==> src/design/pfio_pkg.sv <==
// shared constants and types for the port 4 low lines and port 5 I/O block
package pfio_pkg;

   // ==========================================================
   // register indices (byte address is four times the index)
   // ==========================================================
   localparam int ADDR_W = 18;
   localparam logic [15:0] P4_DIR_IDX = 16'hFFB5;
   localparam logic [15:0] P4_DATA_IDX = 16'hFFB7;
   localparam logic [15:0] P5_DIR_IDX = 16'hFFB8;
   localparam logic [15:0] P5_DATA_IDX = 16'hFFBA;
   localparam logic [15:0] CFG_IDX = 16'hFFC0;

   // ==========================================================
   // widths and reset values
   // ==========================================================
   localparam int P4_LINES = 6;
   localparam int P5_LINES = 3;
   localparam int P4_STROBE_LO = 3;
   localparam logic [7:0] P4_DIR_RST = 8'h00;
   localparam logic [7:0] P4_DATA_RST = 8'h00;
   localparam logic [7:0] P5_DIR_RST = 8'hF8;
   localparam logic [7:0] P5_DATA_RST = 8'hF8;
   localparam logic [4:0] P5_RSVD_ONES = 5'h1F;
   localparam logic [1:0] MODE_EXP_ONLY = 2'h1;
   localparam logic [1:0] CFG_BE_MASK = 2'h3;

   // ==========================================================
   // configuration register fields, bit 0 first
   // ==========================================================
   localparam int CFG_EBE_BIT = 0;
   localparam int CFG_MODE_LO_BIT = 1;
   localparam int CFG_IO_STROBE_SELECT_BIT = 3;
   localparam int CFG_INT_LO_BIT = 4;
   localparam int CFG_TRG_LO_BIT = 7;
   localparam int CFG_TRG_HI_BIT = 8;
   localparam int CFG_TW_BIT = 9;
   localparam int CFG_W = 10;

   typedef struct packed {
      logic two_wire_enable;
      logic trigger_select_hi;
      logic trigger_select_lo;
      logic [2:0] ext_int_enable;
      logic io_strobe_select;
      logic [1:0] mode;
      logic external_bus_enable;
   } pfio_cfg_t;

   // mode 3, single chip
   localparam logic [CFG_W-1:0] CFG_RST = 10'h006;

   // bus-control strobes from the bus controller, active low
   typedef struct packed {
      logic address_strobe_n;
      logic io_strobe_n;
      logic store_strobe_n;
      logic read_strobe_n;
   } pfio_strobe_t;

   typedef struct packed {
      pfio_cfg_t cfg;
      logic [P4_LINES-1:0] p4_dir;
      logic [P4_LINES-1:0] p4_latch;
      logic [7:0] p5_dir;
      logic [P5_LINES-1:0] p5_latch;
      logic ack;
      logic waitreq;
      logic [31:0] rdata;
      logic [P4_LINES-1:0] p4_out;
      logic [P4_LINES-1:0] p4_oe;
      logic [P5_LINES-1:0] p5_out;
      logic [P5_LINES-1:0] p5_oe;
      logic [2:0] ext_int_n;
      logic trig_n;
   } pfio_state_t;

endpackage

==> src/design/pfio_top.sv <==
// port 4 lines 5 to 0 and port 5 general-purpose I/O with Avalon-MM registers
// Operation
// - expanded: line 5 drives address or io strobe by select; single chip: direction.
// - expanded: line 4 always drives store strobe; single chip follows direction.
// - expanded: line 3 always drives read strobe; single chip follows direction.
// - lines 2, 1 follow direction and feed interrupt inputs 0, 1 when enabled.
// - line 0 follows direction and feeds interrupt input 2 when enabled.
// - both trigger selects set make line 0 the converter trigger.
// - port 5 has three lines, each with direction and latch bits 2 to 0.
// - port 5 pin selection is the same in every operating mode.
// - port 5 direction register is 8-bit write-only, reads undefined, bits 7-3 reserved.
// - port 5 direction one makes an output, zero an input.
// - port 5 direction loads F8 on reset and hardware standby, holds otherwise.
// - serial unit idle: two-wire enable, direction and latch set port 5 lines.
// - port 5 data register is 8-bit read/write holding line 2-0 outputs.
// - port 5 read gives latch for outputs, pin level for inputs.
// - port 5 data bits 7 to 3 ignore writes and read as one.
// - port 5 data loads F8 on reset and hardware standby, holds otherwise.
// - port 4 read gives latch for outputs, pin level for inputs.
// - mode 1 or bus enable set is expanded; else single chip.
//
// Implementation choice: the Avalon-MM slave port.
`timescale 1ns/1ps
module pfio_top #(
   parameter int ADDR_W = pfio_pkg::ADDR_W
) (
   // clock, reset, enable
   input wire logic SYS_CLK,
   input wire logic RST,
   input wire logic CE,
   input wire logic HW_STANDBY,
   // Avalon-MM slave
   input wire logic [ADDR_W-1:0] AVS_ADDRESS,
   input wire logic AVS_READ,
   input wire logic AVS_WRITE,
   input wire logic [31:0] AVS_WRITEDATA,
   input wire logic [3:0] AVS_BYTEENABLE,
   output logic [31:0] AVS_READDATA,
   output logic AVS_WAITREQUEST,
   // bus-control strobes and serial state
   input wire pfio_pkg::pfio_strobe_t STROBES,
   input wire logic SERIAL0_IDLE,
   // port 4 lines 5 to 0
   input wire logic [pfio_pkg::P4_LINES-1:0] P4_IN,
   output logic [pfio_pkg::P4_LINES-1:0] P4_OUT,
   output logic [pfio_pkg::P4_LINES-1:0] P4_OE,
   // port 5 lines 2 to 0
   input wire logic [pfio_pkg::P5_LINES-1:0] P5_IN,
   output logic [pfio_pkg::P5_LINES-1:0] P5_OUT,
   output logic [pfio_pkg::P5_LINES-1:0] P5_OE,
   // to interrupt controller and converter, active low
   output logic [2:0] EXT_INT_PIN_N,
   output logic CONVERTER_TRIGGER_PIN_N
);
   pfio_pkg::pfio_state_t s;
   pfio_pkg::pfio_state_t next_s;
   logic expanded;
   logic [pfio_pkg::P4_LINES-1:0] p4_mux_out;
   logic [pfio_pkg::P4_LINES-1:0] p4_mux_oe;
   logic [pfio_pkg::P5_LINES-1:0] p5_mux_out;
   logic [pfio_pkg::P5_LINES-1:0] p5_mux_oe;
   logic [pfio_pkg::P5_LINES-1:0] p5_rd;
   logic [15:0] idx;
   logic req;
   logic [31:0] rd_val;
   logic [pfio_pkg::P4_LINES-1:0] p4_rd;

   // ==========================================================
   // mode decode and pin muxes
   // ==========================================================
   // mode 1 is always expanded
   assign expanded = (s.cfg.mode == pfio_pkg::MODE_EXP_ONLY) | s.cfg.external_bus_enable;

   pfio_p4_mux #(
      .LINES(pfio_pkg::P4_LINES)
   ) u_p4_mux (
      .expanded(expanded),
      .io_strobe_select(s.cfg.io_strobe_select),
      .strobes(STROBES),
      .dir(s.p4_dir),
      .latch(s.p4_latch),
      .out(p4_mux_out),
      .oe(p4_mux_oe)
   );

   // no mode input reaches port 5
   pfio_p5_mux #(
      .LINES(pfio_pkg::P5_LINES)
   ) u_p5_mux (
      .two_wire_enable(s.cfg.two_wire_enable),
      .serial_idle(SERIAL0_IDLE),
      .dir(s.p5_dir[pfio_pkg::P5_LINES-1:0]),
      .latch(s.p5_latch),
      .pin(P5_IN),
      .out(p5_mux_out),
      .oe(p5_mux_oe),
      .rd(p5_rd)
   );

   // ==========================================================
   // register read decode
   // ==========================================================
   assign idx = AVS_ADDRESS[17:2];
   assign req = AVS_READ | AVS_WRITE;

   // latch for outputs, pin for inputs
   assign p4_rd = (s.p4_dir & s.p4_latch) | (~s.p4_dir & P4_IN);

   always_comb begin
      rd_val = 32'h0000_0000;
      case (idx)
         pfio_pkg::P4_DATA_IDX: begin
            rd_val[pfio_pkg::P4_LINES-1:0] = p4_rd;
         end
         pfio_pkg::P5_DATA_IDX: begin
            rd_val[7:0] = {pfio_pkg::P5_RSVD_ONES, p5_rd};
         end
         pfio_pkg::CFG_IDX: begin
            rd_val[pfio_pkg::CFG_W-1:0] = s.cfg;
         end
         // direction registers have no read path
         default: begin
            rd_val = 32'h0000_0000;
         end
      endcase
   end

   // ==========================================================
   // next state
   // ==========================================================
   always_comb begin
      next_s = s;
      if (CE) begin
         next_s.p4_out = p4_mux_out;
         next_s.p4_oe = p4_mux_oe;
         next_s.p5_out = p5_mux_out;
         next_s.p5_oe = p5_mux_oe;
         // pin level taken regardless of direction
         // interrupt inputs 0 and 1 from lines 2 and 1
         next_s.ext_int_n[0] = s.cfg.ext_int_enable[0] ? P4_IN[2] : 1'b1;
         next_s.ext_int_n[1] = s.cfg.ext_int_enable[1] ? P4_IN[1] : 1'b1;
         // interrupt input 2 from line 0
         next_s.ext_int_n[2] = s.cfg.ext_int_enable[2] ? P4_IN[0] : 1'b1;
         next_s.trig_n = (s.cfg.trigger_select_hi & s.cfg.trigger_select_lo) ? P4_IN[0] : 1'b1;

         // one-cycle answer: drop waitrequest, then act on the accepting edge
         if (req && !s.ack) begin
            next_s.ack = 1'b1;
            next_s.waitreq = 1'b0;
            next_s.rdata = AVS_READ ? rd_val : 32'h0000_0000;
         end else if (req && s.ack) begin
            next_s.ack = 1'b0;
            next_s.waitreq = 1'b1;
            if (AVS_WRITE && AVS_BYTEENABLE[0]) begin
               case (idx)
                  pfio_pkg::P4_DIR_IDX: begin
                     next_s.p4_dir = AVS_WRITEDATA[pfio_pkg::P4_LINES-1:0];
                  end
                  pfio_pkg::P4_DATA_IDX: begin
                     next_s.p4_latch = AVS_WRITEDATA[pfio_pkg::P4_LINES-1:0];
                  end
                  // only the three line bits are writable
                  pfio_pkg::P5_DIR_IDX: begin
                     next_s.p5_dir = {pfio_pkg::P5_DIR_RST[7:3], AVS_WRITEDATA[2:0]};
                  end
                  pfio_pkg::P5_DATA_IDX: begin
                     next_s.p5_latch = AVS_WRITEDATA[pfio_pkg::P5_LINES-1:0];
                  end
                  pfio_pkg::CFG_IDX: begin
                     if (AVS_BYTEENABLE[1:0] == pfio_pkg::CFG_BE_MASK) begin
                        next_s.cfg = AVS_WRITEDATA[pfio_pkg::CFG_W-1:0];
                     end
                  end
                  default: begin
                  end
               endcase
            end
         end else begin
            next_s.ack = 1'b0;
            next_s.waitreq = 1'b1;
         end
      end
   end

   // ==========================================================
   // state register
   // ==========================================================
   always_ff @(posedge SYS_CLK) begin
      // reset and hardware standby load direction defaults
      if (RST || HW_STANDBY) begin
         s.cfg <= pfio_pkg::CFG_RST;
         s.p4_dir <= pfio_pkg::P4_DIR_RST[pfio_pkg::P4_LINES-1:0];
         s.p4_latch <= pfio_pkg::P4_DATA_RST[pfio_pkg::P4_LINES-1:0];
         s.p5_dir <= pfio_pkg::P5_DIR_RST;
         s.p5_latch <= pfio_pkg::P5_DATA_RST[pfio_pkg::P5_LINES-1:0];
         s.ack <= 1'b0;
         s.waitreq <= 1'b1;
         s.rdata <= 32'h0000_0000;
         s.p4_out <= '0;
         s.p4_oe <= '0;
         s.p5_out <= '0;
         s.p5_oe <= '0;
         s.ext_int_n <= 3'h7;
         s.trig_n <= 1'b1;
      end else begin
         s <= next_s;
      end
   end

   assign AVS_READDATA = s.rdata;
   assign AVS_WAITREQUEST = s.waitreq;
   assign P4_OUT = s.p4_out;
   assign P4_OE = s.p4_oe;
   assign P5_OUT = s.p5_out;
   assign P5_OE = s.p5_oe;
   assign EXT_INT_PIN_N = s.ext_int_n;
   assign CONVERTER_TRIGGER_PIN_N = s.trig_n;

   // ==========================================================
   // assertions
   // ==========================================================
   AST_L5_STROBE: assert property (
      @(posedge SYS_CLK) disable iff (RST || HW_STANDBY)
      (CE && expanded) |=> (P4_OE[5] &&
         P4_OUT[5] == ($past(s.cfg.io_strobe_select) ? $past(STROBES.io_strobe_n)
                                                     : $past(STROBES.address_strobe_n))))
      else $error("line 5 strobe wrong in expanded mode");

   AST_L4_STROBE: assert property (
      @(posedge SYS_CLK) disable iff (RST || HW_STANDBY)
      (CE && expanded) |=> (P4_OE[4] && P4_OUT[4] == $past(STROBES.store_strobe_n)))
      else $error("line 4 store strobe wrong");

   AST_L3_SINGLE: assert property (
      @(posedge SYS_CLK) disable iff (RST || HW_STANDBY)
      (CE && !expanded) |=> (P4_OE[3] == $past(s.p4_dir[3]) && P4_OUT[3] == $past(s.p4_latch[3])))
      else $error("line 3 not plain I/O in single chip");

   AST_L21_DIR: assert property (
      @(posedge SYS_CLK) disable iff (RST || HW_STANDBY)
      CE |=> (P4_OE[2:1] == $past(s.p4_dir[2:1])))
      else $error("lines 2 and 1 enable not from direction");

   AST_INT2: assert property (
      @(posedge SYS_CLK) disable iff (RST || HW_STANDBY)
      (CE && s.cfg.ext_int_enable[2]) |=> (EXT_INT_PIN_N[2] == $past(P4_IN[0])))
      else $error("interrupt 2 not following line 0");

   AST_TRIG: assert property (
      @(posedge SYS_CLK) disable iff (RST || HW_STANDBY)
      (CE && !(s.cfg.trigger_select_hi && s.cfg.trigger_select_lo)) |=> CONVERTER_TRIGGER_PIN_N)
      else $error("trigger active without both selects");

   AST_P5_OE: assert property (
      @(posedge SYS_CLK) disable iff (RST || HW_STANDBY)
      (CE && !s.cfg.two_wire_enable) |=> (P5_OE == $past(s.p5_dir[2:0])))
      else $error("port 5 enable not from direction");

   AST_P5_DIR_RST: assert property (
      @(posedge SYS_CLK) (RST || HW_STANDBY) |=> (s.p5_dir == pfio_pkg::P5_DIR_RST))
      else $error("port 5 direction not loaded on reset");

   AST_P5_READ: assert property (
      @(posedge SYS_CLK) disable iff (RST || HW_STANDBY)
      (CE && AVS_READ && !s.ack && idx == pfio_pkg::P5_DATA_IDX) |=>
         (AVS_READDATA[2:0] == (($past(s.p5_dir[2:0]) & $past(s.p5_latch)) |
                                (~$past(s.p5_dir[2:0]) & $past(P5_IN)))) && !AVS_WAITREQUEST)
      else $error("port 5 read value wrong");

   AST_P5_ONES: assert property (
      @(posedge SYS_CLK) disable iff (RST || HW_STANDBY)
      (CE && AVS_READ && !s.ack && idx == pfio_pkg::P5_DATA_IDX) |=> (AVS_READDATA[7:3] == 5'h1F))
      else $error("port 5 reserved bits not read as one");

   AST_L5_SINGLE: assert property (
      @(posedge SYS_CLK) disable iff (RST || HW_STANDBY)
      (CE && !expanded) |=> (P4_OE[5] == $past(s.p4_dir[5]) && P4_OUT[5] == $past(s.p4_latch[5])))
      else $error("line 5 not plain I/O in single chip");

   AST_L4_SINGLE: assert property (
      @(posedge SYS_CLK) disable iff (RST || HW_STANDBY)
      (CE && !expanded) |=> (P4_OE[4] == $past(s.p4_dir[4]) && P4_OUT[4] == $past(s.p4_latch[4])))
      else $error("line 4 not plain I/O in single chip");

   AST_L3_STROBE: assert property (
      @(posedge SYS_CLK) disable iff (RST || HW_STANDBY)
      (CE && expanded) |=> (P4_OE[3] && P4_OUT[3] == $past(STROBES.read_strobe_n)))
      else $error("line 3 read strobe wrong");

   AST_P5_TWO_WIRE: assert property (
      @(posedge SYS_CLK) disable iff (RST || HW_STANDBY)
      (CE && s.cfg.two_wire_enable && SERIAL0_IDLE) |=> (!P5_OUT[2] && P5_OE[2] == !$past(s.p5_latch[2])))
      else $error("port 5 line 2 not open drain");

   AST_P5_DATA_RST: assert property (
      @(posedge SYS_CLK) (RST || HW_STANDBY) |=> (s.p5_latch == pfio_pkg::P5_DATA_RST[pfio_pkg::P5_LINES-1:0]))
      else $error("port 5 latch not loaded on reset");

   AST_P4_READ: assert property (
      @(posedge SYS_CLK) disable iff (RST || HW_STANDBY)
      (CE && AVS_READ && !s.ack && idx == pfio_pkg::P4_DATA_IDX) |=>
         (AVS_READDATA[5:0] == (($past(s.p4_dir) & $past(s.p4_latch)) | (~$past(s.p4_dir) & $past(P4_IN)))))
      else $error("port 4 read value wrong");

   AST_MODE1_EXP: assert property (
      @(posedge SYS_CLK) disable iff (RST || HW_STANDBY)
      (CE && s.cfg.mode == pfio_pkg::MODE_EXP_ONLY) |=> (P4_OE[5:3] == 3'h7))
      else $error("mode 1 not treated as expanded");

endmodule

==> src/design/pfio_p4_mux.sv <==
// pin function select for port 4 lines 5 to 0
`timescale 1ns/1ps
module pfio_p4_mux #(
   parameter int LINES = pfio_pkg::P4_LINES
) (
   // mode and strobes
   input wire logic expanded,
   input wire logic io_strobe_select,
   input wire pfio_pkg::pfio_strobe_t strobes,
   // port settings
   input wire logic [LINES-1:0] dir,
   input wire logic [LINES-1:0] latch,
   // pin drive
   output logic [LINES-1:0] out,
   output logic [LINES-1:0] oe
);
   logic [LINES-1:0] strobe_val;

   always_comb begin
      strobe_val = '1;
      // line 5 strobe pick
      // address or io strobe
      strobe_val[5] = io_strobe_select ? strobes.io_strobe_n : strobes.address_strobe_n;
      strobe_val[4] = strobes.store_strobe_n;
      strobe_val[3] = strobes.read_strobe_n;
   end

   genvar i;
   generate
      for (i = 0; i < LINES; i++) begin : g_line
         if (i >= pfio_pkg::P4_STROBE_LO) begin : g_strobe
            // strobe lines ignore direction when expanded
            assign out[i] = expanded ? strobe_val[i] : latch[i];
            assign oe[i] = expanded | dir[i];
         end else begin : g_plain
            assign out[i] = latch[i];
            assign oe[i] = dir[i];
         end
      end
   endgenerate
endmodule

==> src/design/pfio_p5_mux.sv <==
// pin drive and read-back for port 5 lines 2 to 0
`timescale 1ns/1ps
module pfio_p5_mux #(
   parameter int LINES = pfio_pkg::P5_LINES
) (
   // settings
   input wire logic two_wire_enable,
   input wire logic serial_idle,
   input wire logic [LINES-1:0] dir,
   input wire logic [LINES-1:0] latch,
   input wire logic [LINES-1:0] pin,
   // pin drive and read value
   output logic [LINES-1:0] out,
   output logic [LINES-1:0] oe,
   output logic [LINES-1:0] rd
);
   genvar i;
   generate
      for (i = 0; i < LINES; i++) begin : g_line
         assign rd[i] = dir[i] ? latch[i] : pin[i];
         if (i == LINES - 1) begin : g_tw
            // two-wire open drain only pulls low
            assign out[i] = (two_wire_enable & serial_idle) ? 1'b0 : latch[i];
            assign oe[i] = (two_wire_enable & serial_idle) ? ~latch[i] : dir[i];
         end else begin : g_io
            assign out[i] = latch[i];
            assign oe[i] = dir[i];
         end
      end
   endgenerate
endmodule

==> config.mk <==
export PLATFORM = sky130hd
export DESIGN_NAME = pfio_top
export DESIGN_NICKNAME = d
export VERILOG_FILES = /design/src/design/pfio_pkg.sv /design/src/design/pfio_top.sv /design/src/design/pfio_p4_mux.sv /design/src/design/pfio_p5_mux.sv
export SDC_FILE = /design/constraint.sdc
export NUM_CORES = 1
export LEC_CHECK = 0
export BUFFER_PORTS_ARGS = -buffer_cell sky130_fd_sc_hd__buf_2
export CAP_MARGIN = 20
export CORE_MARGIN = 8
export CORE_UTILIZATION = 40
export DETAILED_ROUTE_END_ITERATION = 6
export GPL_TIMING_DRIVEN = 0
export PLACE_DENSITY = 0.77
export RECOVER_POWER = 100
export SYNTH_ARGS = -nofsm -noshare
export SYNTH_HDL_FRONTEND = slang
export SYNTH_SLANG_ARGS = --single-unit
==> constraint.sdc <==
create_clock -name SYS_CLK -period 2.33 [get_ports SYS_CLK]
set_input_delay 0.5825 -clock SYS_CLK [delete_from_list [all_inputs] [get_ports SYS_CLK]]
set_output_delay 0.5825 -clock SYS_CLK [all_outputs]
set_load 0.02 [all_outputs]
# After elaboration in Yosys (flattened, before gate mapping)
# Index checks and enable logic that the tools add are counted.
[totals] in_bits=74 output_inout_bits=55 wordCells=69 register_bits=84
[op_classes] n_bitwise=13 reduce_logical=11 n_eq_ne=7 muxes=18
[ops] op="$eq 16x16->1 const B" n=5
[ops] op="$reduce_and 5->1" n=4
[ops] op="$pmux 6 s3" n=1
[ops] op="$mux 1" n=13
[ops] op="$and 6x6->6" n=2
[ops] op="$mux 10" n=1
[ops] op="$not 6->6" n=1
[ops] op="$or 6x6->6" n=1
[ops] op="$reduce_and 6->1" n=1
[ops] op="$or 1x1->1" n=5
[ops] op="$mux 2" n=2
[ops] op="$pmux 2 s2" n=1
[ops] op="$logic_and 1x1->1" n=3
[ops] op="$and 1x1->1" n=2
[ops] op="$eq 2x1->1 const B" n=1
[ops] op="$eq 2x2->1 const B" n=1
[ops] op="$not 1->1" n=2
[ops] op="$reduce_and 2->1" n=1
[ops] op="$logic_not 1->1" n=1
[ops] op="$logic_or 1x1->1" n=1

# Logic depth before layout (Yosys ltp)
[depth] depth_word=5 mapped_depth=6 depth_no_buf=4

# Hierarchy
# A second synthesis with hierarchy kept.
[unflattened] hier_cells=370 area_unflattened_um2=3225.6
[by_module_without_submodules] module="pfio_top" seq_area_each_um2=1241.2 area_per_inst_um2=3021.6 cells_per_inst=345 n_inst=1
[by_module_without_submodules] module="pfio_p4_mux" seq_area_each_um2=0.0 area_per_inst_um2=105.1 cells_per_inst=14 n_inst=1
[by_module_without_submodules] module="pfio_p5_mux" seq_area_each_um2=0.0 area_per_inst_um2=98.8 cells_per_inst=11 n_inst=1

# Least setup slack after synthesis
# No wires, ideal clock.
[synth_timing] kind="in2reg" start="in AVS_ADDRESS[8]" end="reg s[56] in the netlist's numbering" setup_ns=0.132 cell_stages=5 slack_ns=0.516 n_path_buf=1 arrival_time_ns=1.682 required_time_ns=2.198 cell_sequence="nand4b_2 or4_4 buf_6 o21ai_1 a21oi_1"
[synth_via] elab_chain_len=2
[synth_lines] element="start, declared" line_no="pfio_top.sv:33" text="input wire logic [ADDR_W-1:0] AVS_ADDRESS,"
[synth_lines] element="$eq 16x16->1" line_no="pfio_top.sv:155" text="case (idx)"
[synth_lines] element="$reduce_and 5->1 (no source line)"
[synth_lines] element="end signal, assigned" line_no="pfio_top.sv:206" text="s <= next_s;"
[synth_lines] element="end, declared" line_no="pfio_top.sv:55" text="pfio_pkg::pfio_state_t s;"
# No other way between the ends.
# A chain may end at the register's enable or synchronous reset.

# Worst setup path after layout
[layout_timing] start="in AVS_ADDRESS[8]" end="reg s[72] in the netlist's numbering"
# Same word-level chain as after synthesis.

==> impl_metrics.yaml <==
detailed_routing:
  wire_per_inst_um: 16.2
  vias: 3033
  drtAntennaViolNets: 0
  drt_iter0_markers: 185
  drtPass1Iterations: 5
  routed_wl_um: 9420
  drc: 0
  via_per_inst: 5.21
grt:
  antenna_found_initial: 0
  use_met1_pct: 20.9
  grt_pass1_wl_um: 15000
  grt-ovfl-total: 0
  top_usage_layer: "met2"
  grt_util_met3_pct: 6.20
  grt_max_degree: 11
  grt_pass1_vias: 2997
  grt_use_met2_pct: 25.4
  globalRouteTotalUtil_pct: 16.7
critical_path:
  crit_arrival_ns: 2.21
  worstPathRequired_ns: 2.53
  path_class: "in -> reg"
  crit_path_start_kind: "primary input"
  worstPathCellList: "buf_2 -> nand4b_1 -> or4_1 -> clkbuf_1 -> o21ai_1 -> a21oi_1"
  crit_family: "simple AND/OR/NAND/NOR gates"
  worstPathMaxFanout: 10
  max_stage_delay_ns: 0.62
  critPathBufInv: 2
  end_kind: "flop"
  cpMaxStageDelayCell: "or4_1"
cts:
  clk_pin_slew_worst_paths_ns: 0.07
  cts.sinks: 62
  cts_hold_buffers: 0
  insertion_delay_ns: 0.34
  cts_buffer_depth: 2
  clock-root-buffer: "clkbuf_8"
  htree_levels: 3
  cts_setup_buffers: 0
  cts_resized: 0
  cts_tree: "built"
  cts_made_buffers: 9
final_layout:
  diodes: 0
  layout.nets: 549
  area_growth_pct: 23.6
  regArea_mm2: 0.00124
  final_cell_area_mm2: 0.00392
  fillers: 795
  layout-drive-gt1-share_pct: 27.3
  multi_input_area_mm2: 0.00150
job:
  drv_cap: 0
floorplanning:
  coreArea_mm2: 0.00769
  io_pins: 129
  rows: 32
  die_h_um: 105
  dieArea_mm2: 0.0110
  die_w_um: 105
  start_util_pct: 41.2
synthesis:
  synth_edf_count: 0
  syn_area_mm2: 0.00317
  ys_ff_latch: 62
  async_flop_share_pct: 0
  ys_seq_area_share_pct: 39.2
  synthFlopType: "dfxtp_1"
  netlist_instances: 364
  yosysUniqueCellTypes: 43
  synth.avg_cell_area_um2: 8.70
  ys_warn_count: 0
sta:
  drv_slew: 0
  fmax_mhz: 497
  finalSetupViolations: 0
  hold_viol_final: 0
  grt_setup_unrepaired: "false"
  period_needed_ns: 2.01
  fin_crit_sh_pct: 86.4
  worst_slew_pin_slew_ns: 0.776
  fin_tns_setup_ns: 0
  skew_ns: 0.00629
  max-slew-margin-rel_pct: 47.9
power:
  power_leakage_nw: 1.49
  power_density_mw_per_mm2: 593
  total_power_mw: 2.32
  vdd_ir_drop_max_mv: 0.244
min_path:
  hold_class: "reg -> reg"
placement:
  hpwlAfterDp_um: 7440
  port_buffers: 79
  post_dp_cell_area_mm2: 0.00377
  place.gp.congestion: 0.868
outcome:
  status: "finished clean"
## stage by stage
step | std cells | worst slack, ns | utilization, % | hold slack (ns)
floorplan | 385 | 0.516 | - | 0.432
global placement | 566 | 0.239 | 49.0 | 0.449
detailed placement | 566 | 0.131 | 49.0 | 0.448
CTS | 582 | 0.498 | 51.8 | 0.462
global route | 582 | 0.203 | 50.9 | 0.483
finish | 582 | 0.317 | 50.9 | 0.458
## cells in the final DEF (no fill, tap or decap), drive strengths merged, types with 5 or more instances in the layout
cell type	count
a21oi	38
a22oi	12
buf	103
clkbuf	61
conb	22
dfxtp	62
mux2	6
mux2i	17
nand2	13
nand3	35
nand4	5
nor2	19
o21ai	38
o2bb2ai	5
## cell type report
type	count	share of cell area [%]
well taps	102	3.26
clock buffers	12	3.71
multi-input cells	250	38.2
flip-flops and latches	62	31.7
clock inverters	4	1.79
repair buffers	79	9.01
plain buffers	73	12.3
## Yosys cell counts (2+ instances only)
library cell,count,area [µm²]
nand4b_1,3,26.3
o2bb2ai_1,5,43.8
nor4_1,2,12.5
nor2_1,19,71.3
or3_1,2,12.5
dfxtp_1,62,1240
o21ai_1,11,55.1
and3_1,2,12.5
or2_2,2,12.5
nor2b_1,2,12.5
nand2b_1,3,18.8
nand4_1,3,18.8
o211ai_1,2,15.0
buf_4,54,405
mux2i_1,17,170
nand4_4,2,42.5
nand2_1,13,48.8
buf_2,4,20.0
and2_1,2,12.5
a22oi_1,12,90.1
o21ai_0,27,135
nor3_1,2,10.0
mux2_2,6,67.6
a21oi_1,38,190
nand3_1,35,175
o22ai_1,3,18.8
nand4bb_1,2,22.5
a211oi_1,2,15.0
clkbuf_1,13,48.8
## worst min-delay path: stages, from the launching register on
cell	delay [ns]
dfxtp_1	0.31
nand2_1	0.05
a21oi_1	0.05
## report_power, final
group	internal (mW)	leakage, nW	switching [mW]
Sequential	1.06	0.500	0.00244
Clock	0.629	0.110	0.407
Combinational	0.0839	0.880	0.135
## metal layers
metal,vias to the layer above,routed length (µm)
li1,1460,-
met1,1417,4030
met2,136,4310
met3,20,882
met4,0,197
met5,-,0
## path summary, 6_finish.rpt
check | startpoint | end | slack [ns] | depth (start not counted)
setup / recovery | AVS_ADDRESS[8] | s[72]$_SDFFE_PP0P_ | 0.32 | 6
hold / removal | AVS_READDATA[8]$_SDFFE_PP0P_ | AVS_READDATA[8]$_SDFFE_PP0P_ | 0.46 | 2
setup reg to reg | s[55]$_SDFFE_PP0P_ | s[72]$_SDFFE_PP0P_ | 0.43 | 5
hold reg to reg | AVS_READDATA[8]$_SDFFE_PP0P_ | AVS_READDATA[8]$_SDFFE_PP0P_ | 0.46 | 2
## sequential cells by signal, summed over array words and instances, names as in the netlist
signal and count:
EXT_INT_PIN_N 3, P5_OUT 3, AVS_WAITREQUEST 1, AVS_READDATA 10, P4_OUT 6, s 29, P5_OE 3, CONVERTER_TRIGGER_PIN_N 1
P4_OE 6
## logic make-up after synthesis
logic type             after synthesis  share of synthesized area (%)
buffers and inverters               73                           15.5
AND/OR/NAND/NOR                    104                           19.7
flip-flops                          62                           39.2
AO/OA/AOI/OAI                      101                           18.0
other                                1                          0.118
multiplexers                        23                           7.51
Power figures use the tool's default switching activity.
